**config.mk**
```make
export PLATFORM = sky130hd
export DESIGN_NAME = pressure_sample_fifo
export DESIGN_NICKNAME = d
export VERILOG_FILES = /design/src/core/pressure_queue_pkg.sv /design/src/core/sample_ram.sv /design/src/core/pressure_sample_fifo.sv
export SDC_FILE = /design/constraint.sdc
export NUM_CORES = 1
export LEC_CHECK = 0
export BUFFER_PORTS_ARGS = -buffer_cell sky130_fd_sc_hd__buf_4
export CAP_MARGIN = 20
export CELL_PAD_IN_SITES_DETAIL_PLACEMENT = 0
export CELL_PAD_IN_SITES_GLOBAL_PLACEMENT = 1
export CORE_ASPECT_RATIO = 1.1
export CORE_MARGIN = 5
export CORE_UTILIZATION = 35
export CTS_CLUSTER_SIZE = 10
export DETAILED_ROUTE_END_ITERATION = 6
export PLACE_DENSITY_LB_ADDON = 0.1
export SETUP_SLACK_MARGIN = 0.5
export SLEW_MARGIN = 20
export SYNTH_ARGS = -nofsm -noshare
export SYNTH_HDL_FRONTEND = slang
export SYNTH_SLANG_ARGS = --single-unit
```
**constraint.sdc**
```tcl
create_clock -name ref_clk -period 6.5 [get_ports ref_clk]
set_input_delay 0.975 -clock ref_clk [delete_from_list [all_inputs] [get_ports ref_clk]]
set_output_delay 0.975 -clock ref_clk [all_outputs]
set_load 0.01 [all_outputs]
```
**src/core/pressure_queue_pkg.sv**
```systemverilog
// Purpose: Shared constants for the pressure sample queue
// Assumes: Byte-wide register port driven by a serial bus engine
// Notes:   Offsets are register byte addresses
package pressure_queue_pkg;
  localparam int        SAMPLE_W        = 24;
  localparam int        DEPTH           = 32;
  localparam int        LVL_W           = 5;
  localparam logic [7:0] ADDR_RESULT_LOW  = 8'h28;
  localparam logic [7:0] ADDR_RESULT_MID  = 8'h29;
  localparam logic [7:0] ADDR_RESULT_HIGH = 8'h2A;
  localparam logic [7:0] ADDR_QUEUE_CTRL  = 8'h2E;
  localparam logic [7:0] ADDR_QUEUE_STAT  = 8'h2F;
  localparam logic [7:0] ADDR_TRIM_HIGH   = 8'h3A;
  localparam logic [7:0] QUEUE_CTRL_RESET = 8'h00;
  localparam logic [7:0] TRIM_HIGH_RESET  = 8'h00;
  localparam int        MODE_LSB        = 5;
  localparam int        STAT_WTM_BIT    = 7;
  localparam int        STAT_FULL_BIT   = 6;
  localparam int        STAT_EMPTY_BIT  = 5;
  localparam logic [2:0] MODE_BYPASS     = 3'h0;
  localparam logic [2:0] MODE_FILL       = 3'h1;
  localparam logic [2:0] MODE_STREAM     = 3'h2;
  localparam logic [2:0] MODE_STR2FILL   = 3'h3;
  localparam logic [2:0] MODE_BYP2STR    = 3'h4;
  localparam logic [2:0] MODE_MEAN       = 3'h6;
  localparam logic [2:0] MODE_BYP2FILL   = 3'h7;
  typedef enum logic [1:0] {Q_OFF, Q_FILL, Q_STREAM} qop_t;
endpackage : pressure_queue_pkg

```
**src/core/sample_ram.sv**
```systemverilog
// Purpose: Sample store with registered read data
// Assumes: One write and one read port, same clock
// Notes:   Contents are not reset
`timescale 1ns/1ps
module sample_ram #(
  parameter int W = 24,
  parameter int D = 32,
  parameter int A = 5
) (
  input  wire logic         ref_clk,
  input  wire logic         wr_en,
  input  wire logic [A-1:0] wr_addr,
  input  wire logic [W-1:0] wr_data,
  input  wire logic [A-1:0] rd_addr,
  output logic      [W-1:0] rd_data_ff
);
  logic [W-1:0] mem [D];

  initial begin
    if (D > (1 << A)) $error("sample_ram depth exceeds address range");
  end

  always_ff @(posedge ref_clk) begin
    if (wr_en) mem[wr_addr] <= wr_data;
  end

  always_ff @(posedge ref_clk) begin
    rd_data_ff <= mem[rd_addr];
  end
endmodule : sample_ram

```
**src/core/pressure_sample_fifo.sv**
```systemverilog
// Purpose: Queue of pressure samples behind the pressure result registers
// Assumes: Byte register port from the serial engine, one pulse per access
// Notes:   Address auto-increment is done here; the 0x2A wrap applies only while the queue is active
`timescale 1ns/1ps
// Notes on behaviour
// - Queue holds thirty-two samples of twenty-four bits from measurements.
// - Three-bit mode field in queue control at 0x2E selects behaviour.
// - Mode 000 keeps queue empty; result registers show latest measurement.
// - Mode 001 pushes each new measurement into the queue until it is full.
// - Watermark interrupt rises at level reaching watermark when enabled.
// - Fill-and-stop mode drops new samples while queue is full.
// - Mode 100 bypasses until trigger, then streams.
// - Mode 110 streams and shows a running average always.
// - Average over 2,4,8,16,32 for codes 1,3,7,15,31; others reserved.
// - Mode 111 bypasses until trigger, then fill-and-stop.
// - Queue modes other than 110 return queue contents on result reads.
// - Each queue read loads the oldest entry; single and burst reads work.
// - Active queue wraps read address from 0x2A back to 0x28.
// - Mode 010 streams, dropping oldest when full.
// - Mode 011 streams until trigger deasserts, then fill-and-stop.
// - Status shows watermark, full, empty flags and five-bit level.
// - Averaging mode hides entries; reads give only the average.
module pressure_sample_fifo
  import pressure_queue_pkg::*;
#(
  parameter int W     = SAMPLE_W,
  parameter int DEP   = DEPTH
) (
  input  wire logic         ref_clk,
  input  wire logic         rst_n,
  input  wire logic [W-1:0] meas_data,
  input  wire logic         meas_valid,
  input  wire logic         trigger_in,
  input  wire logic         watermark_irq_enable,
  input  wire logic         reg_rd,
  input  wire logic         reg_wr,
  input  wire logic [7:0]   reg_addr,
  input  wire logic [7:0]   reg_wdata,
  output logic      [7:0]   reg_rdata_ff,
  output logic      [7:0]   next_addr_ff,
  output logic              watermark_irq
);
  localparam int AW = $clog2(DEP);
  localparam int CW = AW + 1;

  initial begin
    if (W != SAMPLE_W || DEP != DEPTH) $error("pressure_sample_fifo: unsupported size");
  end

  // --------------------------------------------------------------------
  // Registers
  // --------------------------------------------------------------------
  logic [7:0]    queue_control_ff;
  logic [7:0]    pressure_offset_trim_high_ff;
  logic [2:0]    mode;
  logic [LVL_W-1:0] watermark_level;
  logic [1:0]    trig_sync_ff;
  logic          trig_s;
  logic          trig_seen_ff;
  qop_t          op;
  logic [AW-1:0] wr_ptr_ff;
  logic [AW-1:0] rd_ptr_ff;
  logic [CW-1:0] count_ff;
  logic [W-1:0]  live_ff;
  logic [W+AW-1:0] sum_ff;
  logic [W-1:0]  ram_q;
  logic [W-1:0]  result_ff;
  logic          full;
  logic          empty;
  logic          push;
  logic          drop_old;
  logic          pop;
  logic [W-1:0]  old_sample;
  logic [CW-1:0] avg_n;
  logic [2:0]    avg_sh;
  logic [W-1:0]  avg;
  logic [7:0]    status;
  logic          wm_flag;
  logic          ram_valid_ff;
  logic          mean_load;

  assign mode            = queue_control_ff[MODE_LSB +: 3];
  assign watermark_level = queue_control_ff[LVL_W-1:0];

  always_ff @(posedge ref_clk or negedge rst_n) begin
    if (!rst_n) begin
      queue_control_ff             <= QUEUE_CTRL_RESET;
      pressure_offset_trim_high_ff <= TRIM_HIGH_RESET;
    end else if (reg_wr) begin
      if (reg_addr == ADDR_QUEUE_CTRL) queue_control_ff <= reg_wdata;
      if (reg_addr == ADDR_TRIM_HIGH) pressure_offset_trim_high_ff <= reg_wdata;
    end
  end

  // --------------------------------------------------------------------
  // Trigger and mode resolution
  // --------------------------------------------------------------------
  always_ff @(posedge ref_clk or negedge rst_n) begin
    if (!rst_n) trig_sync_ff <= 2'h0;
    else        trig_sync_ff <= {trig_sync_ff[0], trigger_in};
  end
  assign trig_s = trig_sync_ff[1];

  // Trigger event latches until the mode register is rewritten
  always_ff @(posedge ref_clk or negedge rst_n) begin
    if (!rst_n) trig_seen_ff <= 1'b0;
    else if (reg_wr && reg_addr == ADDR_QUEUE_CTRL) trig_seen_ff <= 1'b0;
    else if (mode == MODE_STR2FILL ? !trig_s : trig_s) trig_seen_ff <= 1'b1;
  end

  always_comb begin
    case (mode)
      MODE_BYPASS:   op = Q_OFF;
      MODE_FILL:     op = Q_FILL;
      MODE_STREAM:   op = Q_STREAM;
      MODE_STR2FILL: op = trig_seen_ff ? Q_FILL : Q_STREAM;
      MODE_BYP2STR:  op = trig_seen_ff ? Q_STREAM : Q_OFF;
      MODE_MEAN:     op = Q_STREAM;
      MODE_BYP2FILL: op = trig_seen_ff ? Q_FILL : Q_OFF;
      default:       op = Q_OFF;
    endcase
  end

  // --------------------------------------------------------------------
  // Queue storage and pointers
  // --------------------------------------------------------------------
  assign full     = (count_ff == CW'(DEP));
  assign empty    = (count_ff == '0);
  // Fill mode drops new data when full; stream overwrites the oldest
  assign push     = meas_valid && (op == Q_STREAM || (op == Q_FILL && !full));
  // Averaging keeps at most the window in the queue; the oldest leaves each push once count reaches avg_n
  assign drop_old = push && (full || (mode == MODE_MEAN && count_ff >= avg_n));
  // Selecting averaging restarts the queue so it only holds window samples
  assign mean_load = reg_wr && reg_addr == ADDR_QUEUE_CTRL
                     && reg_wdata[MODE_LSB +: 3] == MODE_MEAN;
  // Popping reads happen on the high byte; averaging hides entries
  assign pop      = reg_rd && reg_addr == ADDR_RESULT_HIGH && op != Q_OFF
                    && mode != MODE_MEAN && !empty;

  sample_ram #(.W(W), .D(DEP), .A(AW)) u_ram (
    .ref_clk    (ref_clk),
    .wr_en      (push),
    .wr_addr    (wr_ptr_ff),
    .wr_data    (meas_data),
    .rd_addr    (rd_ptr_ff),
    .rd_data_ff (ram_q)
  );

  always_ff @(posedge ref_clk or negedge rst_n) begin
    if (!rst_n) begin
      wr_ptr_ff <= '0;
      rd_ptr_ff <= '0;
      count_ff  <= '0;
    end else if (op == Q_OFF || mean_load) begin
      wr_ptr_ff <= '0;
      rd_ptr_ff <= '0;
      count_ff  <= '0;
    end else begin
      if (push) wr_ptr_ff <= wr_ptr_ff + AW'(1);
      if (pop || drop_old) rd_ptr_ff <= rd_ptr_ff + AW'(1);
      if (push && !drop_old && !pop) count_ff <= count_ff + CW'(1);
      else if (pop && !(push && !drop_old)) count_ff <= count_ff - CW'(1);
    end
  end

  // Memory read data valid one cycle after the pointer settles
  always_ff @(posedge ref_clk or negedge rst_n) begin
    if (!rst_n) ram_valid_ff <= 1'b0;
    else        ram_valid_ff <= !(push || pop || drop_old);
  end

  // --------------------------------------------------------------------
  // Running average
  // --------------------------------------------------------------------
  function automatic logic [2:0] avg_shift(input logic [LVL_W-1:0] code);
    case (code)
      5'h01:   avg_shift = 3'h1;
      5'h03:   avg_shift = 3'h2;
      5'h07:   avg_shift = 3'h3;
      5'h0F:   avg_shift = 3'h4;
      5'h1F:   avg_shift = 3'h5;
      default: avg_shift = 3'h1;
    endcase
  endfunction : avg_shift

  assign avg_sh = avg_shift(watermark_level);
  assign avg_n  = CW'(1) << avg_sh;

  // Window sum over the newest avg_n samples; oldest leaves when count hits avg_n
  assign old_sample = ram_q;
  always_ff @(posedge ref_clk or negedge rst_n) begin
    if (!rst_n) sum_ff <= '0;
    else if (mode != MODE_MEAN || (reg_wr && reg_addr == ADDR_QUEUE_CTRL)) sum_ff <= '0;
    else if (meas_valid) begin
      if (count_ff >= avg_n)
        sum_ff <= sum_ff + (W+AW)'(meas_data) - (W+AW)'(old_sample);
      else
        sum_ff <= sum_ff + (W+AW)'(meas_data);
    end
  end
  assign avg = W'(sum_ff >> avg_sh);

  // --------------------------------------------------------------------
  // Result and status
  // --------------------------------------------------------------------
  always_ff @(posedge ref_clk or negedge rst_n) begin
    if (!rst_n) live_ff <= '0;
    else if (meas_valid) live_ff <= meas_data;
  end

  always_ff @(posedge ref_clk or negedge rst_n) begin
    if (!rst_n) result_ff <= '0;
    else if (op == Q_OFF) result_ff <= live_ff;
    else if (mode == MODE_MEAN) result_ff <= avg;
    else if (ram_valid_ff && !empty && !(reg_rd && reg_addr == ADDR_RESULT_LOW))
      result_ff <= ram_q;
  end

  assign wm_flag = count_ff >= CW'(watermark_level);
  assign status  = {wm_flag, full, empty, (LVL_W)'(count_ff)};
  assign watermark_irq = watermark_irq_enable && wm_flag && op != Q_OFF
                         && watermark_level != '0;

  always_ff @(posedge ref_clk or negedge rst_n) begin
    if (!rst_n) reg_rdata_ff <= 8'h00;
    else if (reg_rd) begin
      case (reg_addr)
        ADDR_RESULT_LOW:  reg_rdata_ff <= result_ff[7:0];
        ADDR_RESULT_MID:  reg_rdata_ff <= result_ff[15:8];
        ADDR_RESULT_HIGH: reg_rdata_ff <= result_ff[23:16];
        ADDR_QUEUE_CTRL:  reg_rdata_ff <= queue_control_ff;
        ADDR_QUEUE_STAT:  reg_rdata_ff <= status;
        ADDR_TRIM_HIGH:   reg_rdata_ff <= pressure_offset_trim_high_ff;
        default:          reg_rdata_ff <= 8'h00;
      endcase
    end
  end

  // Auto-increment address for the serial engine
  always_ff @(posedge ref_clk or negedge rst_n) begin
    if (!rst_n) next_addr_ff <= 8'h00;
    else if (reg_rd || reg_wr) begin
      if (reg_addr == ADDR_RESULT_HIGH && op != Q_OFF)
        next_addr_ff <= ADDR_RESULT_LOW;
      else
        next_addr_ff <= reg_addr + 8'h01;
    end
  end

endmodule : pressure_sample_fifo

```
==> run metrics, run 1 <==
EDFF count, synth 768; Synth top area share 57.80%; post-placement cell count 3,843; Syn Nets 2,435; worst-case vdd ir drop 0.1802 mV; synthesis-to-finish area growth 14.94%; CP bufs+invs 1; final core area utilization 40.33%; Nets 2,555; CP arrival 5.79 ns; gr ovfl total 0; Startpoint Class primary input; Initial Utilization 35.09%; fin cells 4,038; Avg Cell Area, Syn 17.25 sq um; Synth Instances 2,313; die width 331.9 um; most common cell after layout, fill and taps aside edfxtp_1; Synth Warn # 0; Pwr per Cell Area 279.1 nW/um^2; CTS tree yes; ratio of cells with drive above 1 in the final layout 24.89%; # resized after CTS 0; Die Area 120,900 sq um; DR iter-0 viols 1,672; Worst Path Class, Setup in2reg; largest net degree at the start of global routing 125; Yosys reg bits 921; P_leak 15.26 nW; outcome finished clean; routed vias 21,920; RSZ-0062 raised after global routing false; fin crit period 5.194 ns; Vias per Instance 5.429; first-pass GRT wire length 172.5 mm; Achievable Freq 192.5 MHz; vias in the first global route 22,760; GRT Util Overall 19.84%; Slowest cell on crit path fa_1; distinct cell type count after synthesis 95; Syn Std Cell Area 39,900 sq um; FF-to-FF path depth 18; CORE AREA 113,700 sq um; Sink Count 921; antenna violations before repair 2; I/O Pins 64; first drt pass iteration count 5; Clock Tree Root clkbuf_16; number of CTS-inserted buffers 106; Clock Path Buffers 3; CP Cell Sequence buf_4 -> ha_1 -> fa_1 -> a211oi_1 -> o21bai_1 -> o21ai_0 -> a21boi_0 -> o21ai_0 -> nor3b_1 -> nor2_1 -> ha_1 -> and2_1 -> and4_1 -> a32oi_1 -> a211oi_1 -> or3b_1 -> a211oi_1 -> o21ai_1 -> mux2i_1; Slowest Stage Delay on Critical Path 0.45 ns; Crit. End Element flop; Most common cell on crit path a211oi_1; drt drc 0; DRT antenna net count 0; most frequent cells in the layout 768 x edfxtp_1, 240 x mux4_2, 125 x dfrtp_1; top cells by area, synth edfxtp_1 58%, mux4_2 14%, dfrtp_1 8.1%, ha_1 2.3%, mux2i_1 1.9%; Seq/Total Area, Yosys 67.10%; worst rel slew slack 28.04%; period utilisation layout 79.90%; Critical Path RT 7.09 ns; Pins Over Slew Limit 0; gpl congestion 0.8384; I/O Buffers 63; Reg clk slew, reported paths 0.06 ns; R2R Path Start sum_ff[0]; crit path max fanout 34; routed len/inst 29.93 um; Worst Hold Class in2async; Reg2Reg Capture Point sum_ff[26]; setup slack, reg-to-reg 1.50 ns; asr flop ratio synth 14.01%; final hold vios 0; Final Total Pwr 12.80 mW; die height 364.1 um; Post-CTS Setup Inserts 0; H-tree depth 3; worst slew pin tran 1.049 ns; final setup fails 0; Max-Cap Viols 0; largest area contributor in the netlist edfxtp_1; final setup TNS 0 ns; Fillers 10,220; hold_ws 0.2008 ns; DPL Wire Length 74.71 mm; Total Wirelength 120.8 mm; Hold Buf Count CTS 0; CP delay by family, top compound AO/OA/AOI/OAI gates; Rows 130; clock latency on the worst-skew pair 0.72 ns; ys flop type edfxtp_1; Worst Clk Skew 0.02994 ns
==> per-stage QoR <==
stage | cell area, sq um | setup slack [ns]
6_report | 45860 | 1.306
5_1_grt | 45860 | 0.9749
4_1_cts | 45850 | 1.354
3_5_place_dp | 42600 | 0.5946
3_3_place_gp | 42600 | 0.5262
2_1_floorplan | 39900 | 1.727
==> worst max-delay path by stage <==
stage                 startpoint  cells after the start    endpoint
detailed placement  meas_data[0]                     19  sum_ff[26]
global placement    meas_data[0]                     19  sum_ff[26]
finish              meas_data[0]                     19  sum_ff[26]
global route        meas_data[0]                     19  sum_ff[26]
CTS                 meas_data[0]                     19  sum_ff[26]
floorplan           meas_data[0]                     17  sum_ff[27]
==> power breakdown <==
part | total, mW | switching, mW | internal [mW]
clock | 5.65 | 2.37 | 3.28
sequential | 6.56 | 0.0756 | 6.48
combinational | 0.591 | 0.388 | 0.203
total | 12.8 | 2.84 | 9.96
==> cells by family after synthesis <==
group	share of synthesized area, %
mux	17.26
other cells	0.009399
xor+xnor	1.189
fa+ha+maj	2.409
compound gates	5.908
buf+inv	1.700
simple gates	4.425
flops	67.10
==> metal layers <==
metal  track usage [%]  wire length, um
met1             26.92            53700
met3             2.451             4204
met5                 0                0
met2             33.22            58690
met4             7.187             4255
==> cells in the mapped netlist, types with 8 or more instances <==
library cell / count
a211oi_1: 33
a21o_1: 18
a21oi_1: 90
a31oi_1: 8
and2_1: 8
and3_1: 11
buf_1: 17
buf_2: 20
clkbuf_1: 77
dfrtp_1: 129
dfxtp_1: 24
edfxtp_1: 768
ha_1: 72
inv_1: 55
mux2_2: 64
mux2i_1: 76
mux4_2: 240
nand2_1: 113
nand2b_1: 11
nand3_1: 18
nor2_1: 128
nor3_1: 14
o211ai_1: 17
o21a_1: 14
o21ai_0: 76
xnor2_1: 35
xor2_1: 16
==> cell type report <==
class / count / area [sq um] / share of cell area, %
flip-flops and latches: 921 / 26780 / 58.40
inverters: 56 / 210.2 / 0.4584
well taps: 1518 / 1899 / 4.142
clock buffers: 178 / 2983 / 6.504
diodes: 1 / 2.502 / 0.005457
multi-input cells: 1220 / 12700 / 27.70
repair buffers: 128 / 1018 / 2.221
clock inverters: 16 / 260.3 / 0.5675
==> registers in the layout (all words and copies together), names as in the netlist, 6 cells and up <==
name                          flops
count_ff                          6
live_ff                          24
next_addr_ff                      8
pressure_offset_trim_high_ff      8
queue_control_ff                  8
reg_rdata_ff                      8
result_ff                        24
sum_ff                           29
u_ram.mem                       768
u_ram.rd_data_ff                 24
(Power assumes the default switching activity.)
==> run 2, diff against run 1 <==
==> constraint.sdc (replaced) <==
create_clock -name ref_clk -period 5.4 [get_ports ref_clk]
set_input_delay 0.81 -clock ref_clk [delete_from_list [all_inputs] [get_ports ref_clk]]
set_output_delay 0.81 -clock ref_clk [all_outputs]
set_load 0.01 [all_outputs]
==> run metrics, run 2 (synthesis gave the netlist of run 1 again) <==
outcome finished, violations left; failing checks DRC; internal power 11.83 mW (+19%); Startpoint Class flop; Switch Pwr 3.447 mW (+22%); worst slew pin tran 0.9961 ns (-0.05326 ns); I/O Buffers 63 (unchanged); Switching Share 22.56% (+0.40 points); die width 331.9 um (unchanged); I/O Pins 64 (unchanged); Pwr per Cell Area 331.9 nW/um^2 (+19%); gpl congestion 0.8543 (+1.9%); P_leak 15.36 nW (+0.65%); H-tree depth 3 (unchanged); Vias per Instance 5.452 (+0.42%); Clock power frac 43.4% (-0.7 points); Nets 2,584 (+1.1%); Worst Clk Skew 0.03128 ns (+0.001345 ns); clock latency on the worst-skew pair 0.70 ns (-0.02 ns); largest net degree at the start of global routing 91 (-27%); Clock Path Buffers 3 (unchanged); Die Area 120,900 sq um (unchanged); routed len/inst 29.63 um (-1.0%); final setup fails 0 (unchanged); diode count 0 (-1); Worst Hold Class in2async; Regs by FF count u_ram.mem (768), sum_ff (29); first drt pass iteration count 7 (+2); max FFs per register 768 (unchanged); worst-case vdd ir drop 0.2352 mV (+31%); most common cell after layout, fill and taps aside edfxtp_1; GRT Util Overall 19.76% (-0.083 points); Sink Count 921 (unchanged); routed vias 22,200 (+1.3%); final setup TNS 0 ns (unchanged); Initial Utilization 35.09% (unchanged); ratio of cells with drive above 1 in the final layout 25.60% (+0.71 points); CP arrival 5.17 ns (-0.62 ns); crit path max fanout 5 (-85%); Pins Over Slew Limit 0 (unchanged); Critical Path RT 5.95 ns (-1.14 ns); CORE AREA 113,700 sq um (unchanged); Worst Path Class, Setup reg2reg; CTS tree yes; Max-Cap Viols 0 (unchanged); DR iter-0 viols 1,936 (+16%); synthesis-to-finish area growth 15.36%; DRT antenna net count 0 (unchanged); sequential share of power 51.7% (+0.5 points); Crit. End Element flop; worst rel slew slack 33.60% (+5.6 points); logic gate share of total power 4.9% (+0.3 points); antenna violations before repair 5 (+3); fin cells 4,073 (+0.87%); first-pass GRT wire length 172.3 mm (about the same); Rows 130 (unchanged); most frequent cells in the layout 768 x edfxtp_1, 240 x mux4_2, 151 x buf_4; die height 364.1 um (unchanged); vias in the first global route 23,320 (+2.5%); Reg clk slew, reported paths 0.05 ns (about the same); period utilisation layout 85.52%; Total Wirelength 120.7 mm (-0.14%); post-placement cell count 3,871 (+0.73%); RSZ-0062 raised after global routing false; gr ovfl total 0 (unchanged); Hold Buf Count CTS 0 (unchanged); Achievable Freq 216.5 MHz; Clock Tree Root clkbuf_16; Biggest register u_ram.mem; fin crit period 4.618 ns; drt drc 1 (+1); final hold vios 0 (unchanged); number of CTS-inserted buffers 106 (unchanged); DPL Wire Length 76.64 mm (+2.6%)
==> run 2: area by class of cell <==
| class | count | area (sq um) |
|---|---|---|
| Inverter | 56 | 210.2 |
| Tap cell | 1518 | 1899 |
| Timing Repair Buffer | 157 | 1252 |
| Clock inverter | 17 | 195.2 |
| Multi-Input combinational cell | 1220 | 12720 |
| Sequential cell | 921 | 26780 |
| Fill cell | 10280 | 67670 |
| Clock buffer | 184 | 2965 |
==> run 2: per-stage QoR <==
stage          setup slack, ns  hold slack [ns]  instance area [sq um]  util, %  total power, mW
6_report                0.7821           0.2044                  46030    40.48            15.28
5_1_grt                 0.5218           0.1815                  46030    40.48            15.86
4_1_cts                 0.6781           0.1620                  45980    40.44            15.48
3_5_place_dp            0.1175           0.3394                  42820    37.66            8.790
3_3_place_gp            0.1799           0.3435                  42810    37.66            8.779
2_1_floorplan           0.7920           0.3312                  39900        -            8.368
==> run 2: critical path: stages (launching register included) <==
cell and delay [ns]:
dfrtp_1 0.48, ha_1 0.43, o211ai_1 0.13, o21a_1 0.23, o211a_1 0.31, o211ai_1 0.36, a41oi_1 0.19, xnor2_1 0.23
ha_1 0.31, and2_1 0.16, a311o_1 0.34, a21oi_1 0.22, o21ba_2 0.16, or3b_1 0.40, a211oi_1 0.25, o21ai_1 0.13
mux2i_1 0.16
==> run 2: routing by layer <==
metal | vias to the layer above | global-route usage, % | share of wire [%]
met4 | 2 | 5.204 | 2.3
met5 | - | 0 | 0.0099
li1 | 9618 | - | -
met2 | 488 | 34.14 | 50
met3 | 157 | 2.600 | 3.8
met1 | 11940 | 26.62 | 44
==> run 2: timing repair <==
| item | in CTS | in global routing |
|---|---|---|
| resized for setup | 0 | 7 |
| endpoints found under the setup margin | 0 | 4 |
| hold endpoints to repair | 0 | 0 |
| buffers inserted | 0 | 0 |
==> run 2: final timing paths <==
kind	depth (start not counted)	to	startpoint	slack [ns]
worst max register to register	16	sum_ff[26]	sum_ff[2]	0.78
worst min-delay path	1	next_addr_ff[7]	rst_n	0.20
worst min register to register	0	trig_sync_ff[1]	trig_sync_ff[0]	0.36
max in group asynchronous	2	live_ff[3]	rst_n	3.92
min in group ref_clk	1	trig_sync_ff[0]	trigger_in	0.22
worst max-delay path	16	sum_ff[26]	sum_ff[2]	0.78
==> run 2: power groups by stage <==
stage                     combinational [mW]  clock, mW  sequential [mW]
after detailed placement               0.746          0             8.04
after global placement                 0.737          0             8.04
final                                  0.743       6.64             7.90
after global routing                   0.813       7.14             7.90
after floorplan                        0.377          0             7.99
after CTS                              0.749       6.83             7.90
==> run 3, diff against run 2 <==
==> constraint.sdc (replaced) <==
create_clock -name ref_clk -period 5.6 [get_ports ref_clk]
set_input_delay 0.84 -clock ref_clk [delete_from_list [all_inputs] [get_ports ref_clk]]
set_output_delay 0.84 -clock ref_clk [all_outputs]
set_load 0.01 [all_outputs]
==> run metrics, run 3 (synthesis gave the netlist of run 1 again) <==
crit path max fanout 5 (unchanged); Most common cell on crit path a211oi_1; hold_ws 0.2502 ns (+0.04582 ns); I/O Pins 64 (unchanged); worst slew pin tran 1.041 ns (+0.04478 ns); sequential share of power 51.4% (-0.3 points); Regs by FF count u_ram.mem (768), sum_ff (29); antenna violations before repair 1 (-4); Startpoint Class flop; gpl congestion 0.8130 (-4.8%); footprint of the multi-input gates 12,700 sq um (-0.18%); CP Cell Sequence ha_1 -> fa_1 -> a211oi_1 -> o21bai_1 -> buf_4 -> a21oi_1 -> o21bai_1 -> a21oi_1 -> xnor2_1 -> ha_1 -> a21o_1 -> a221o_1 -> a32oi_1 -> a211oi_1 -> or3b_1 -> xor2_1 -> a211oi_1 -> a31o_1; Switching Share 22.28% (-0.29 points); post-placement cell count 3,863 (-0.21%); I/O Buffers 63 (unchanged); Final Total Pwr 14.83 mW (-2.9%); internal power 11.53 mW (-2.6%); DPL Wire Length 75.95 mm (-0.91%); Clock power frac 43.9% (+0.5 points); clock latency on the worst-skew pair 0.71 ns (about the same); CTS tree yes; first drt pass iteration count 6 (-1); CP bufs+invs 1 (+1); final hold vios 0 (unchanged); routed len/inst 29.71 um (+0.28%); Post-CTS Setup Inserts 0 (unchanged); number of CTS-inserted buffers 106 (unchanged); Rows 130 (unchanged); outcome finished clean; routed vias 22,190 (-0.063%); drt drc 0 (-1); Slowest Stage Delay on Critical Path 0.45 ns (-0.03 ns); CORE AREA 113,700 sq um (unchanged); Achievable Freq 209.5 MHz (-3.2%); Pins Over Slew Limit 0 (unchanged); Switch Pwr 3.303 mW (-4.2%); most common cell after layout, fill and taps aside edfxtp_1; pre-CTS setup slack 0.2471 ns (+0.1296 ns); Die Area 120,900 sq um (unchanged); gr ovfl total 0 (unchanged); most frequent cells in the layout 768 x edfxtp_1, 240 x mux4_2, 142 x buf_4; max FFs per register 768 (unchanged); Worst Hold Class in2async; CP delay by family, top compound AO/OA/AOI/OAI gates; Nets 2,575 (-0.35%); Slowest cell on crit path or3b_1; final setup TNS 0 ns (unchanged); P_leak 15.34 nW (-0.12%); Worst Clk Skew 0.03037 ns (-0.0009194 ns); H-tree depth 3 (unchanged); Sink Count 921 (unchanged); Vias per Instance 5.464 (+0.23%); RSZ-0062 raised after global routing false; vias in the first global route 22,910 (-1.8%); DR iter-0 viols 1,715 (-11%); largest net degree at the start of global routing 94 (+3.3%); Total Wirelength 120.7 mm (about the same); Biggest register u_ram.mem; final core area utilization 40.46% (about the same); Worst Path Class, Setup reg2reg; period utilisation layout 85.23% (-0.29 points); PnR worst setup slack 0.8273 ns (+0.04523 ns); Cell Area, Placed 42,770 sq um (-0.12%); first-pass GRT wire length 172.3 mm (unchanged); GRT Util Overall 19.82% (+0.061 points); Reg clk slew, reported paths 0.06 ns (about the same); FF+latch area 26,780 sq um (unchanged); die width 331.9 um (unchanged); final setup fails 0 (unchanged); Pwr per Cell Area 322.4 nW/um^2 (-2.9%); Clock Tree Root clkbuf_16; logic gate share of total power 4.7% (-0.2 points); CP arrival 5.36 ns (+0.19 ns); die height 364.1 um (unchanged); Initial Utilization 35.09% (unchanged); fin crit period 4.773 ns (+0.1548 ns); worst rel slew slack 30.44% (-3.2 points); fin cells 4,061 (-0.29%); post-route cell area 46,000 sq um (about the same); Max-Cap Viols 0 (unchanged); ratio of cells with drive above 1 in the final layout 25.26% (-0.34 points); Fillers 10,250 (-0.31%); # resized after CTS 0 (unchanged); worst-case vdd ir drop 0.2306 mV (-2.0%); Hold Buf Count CTS 0 (unchanged); DRT antenna net count 0 (unchanged); Clock Path Buffers 3 (unchanged); synthesis-to-finish area growth 15.30% (about the same); Crit. End Element flop; Critical Path RT 6.19 ns (+0.24 ns)
## run 3: power by group through the flow
stage                     Combinational (mW)  Clock (mW)  Sequential (mW)
after floorplan                        0.364           0             7.71
after global placement                 0.701           0             7.75
after detailed placement               0.707           0             7.76
after CTS                              0.712        6.69             7.62
after global routing                   0.768        6.98             7.62
final                                  0.697        6.52             7.62
## run 3: cell type report
cell class,count,share of cell area (%)
Sequential cell,921,58.22
Multi-Input combinational cell,1220,27.60
Clock buffer,181,6.514
Tap cell,1518,4.129
Timing Repair Buffer,148,2.559
Clock inverter,16,0.5086
Inverter,56,0.4570
Antenna cell,1,0.005440
## run 3: worst paths after layout
path                                      start              end  slack (ns)  cells past startpoint
worst min-delay path                      rst_n      count_ff[0]        0.25                      1
min in group ref_clk                 trigger_in  trig_sync_ff[0]        0.25                      1
worst max register to register        sum_ff[0]       sum_ff[24]        0.83                     18
worst min register to register  trig_sync_ff[0]  trig_sync_ff[1]        0.36                      0
worst max-delay path                  sum_ff[0]       sum_ff[24]        0.83                     18
max in group asynchronous                 rst_n        sum_ff[5]        4.11                      2
## run 3: metal layers
layer	GRT usage (%)	wire, um
met5	0	0
met4	4.631	2291
met3	2.977	5004
met2	34.56	61220
met1	26.42	52130
## run 3: worst register-to-register path, cell delays in order (launching register included)
cell      delay (ns)
dfrtp_1         0.39
ha_1            0.23
fa_1            0.43
a211oi_1        0.24
o21bai_1        0.16
buf_4           0.16
a21oi_1         0.24
o21bai_1        0.10
a21oi_1         0.18
xnor2_1         0.18
ha_1            0.32
a21o_1          0.20
a221o_1         0.37
a32oi_1         0.33
a211oi_1        0.16
or3b_1          0.45
xor2_1          0.21
a211oi_1        0.10
a31o_1          0.23
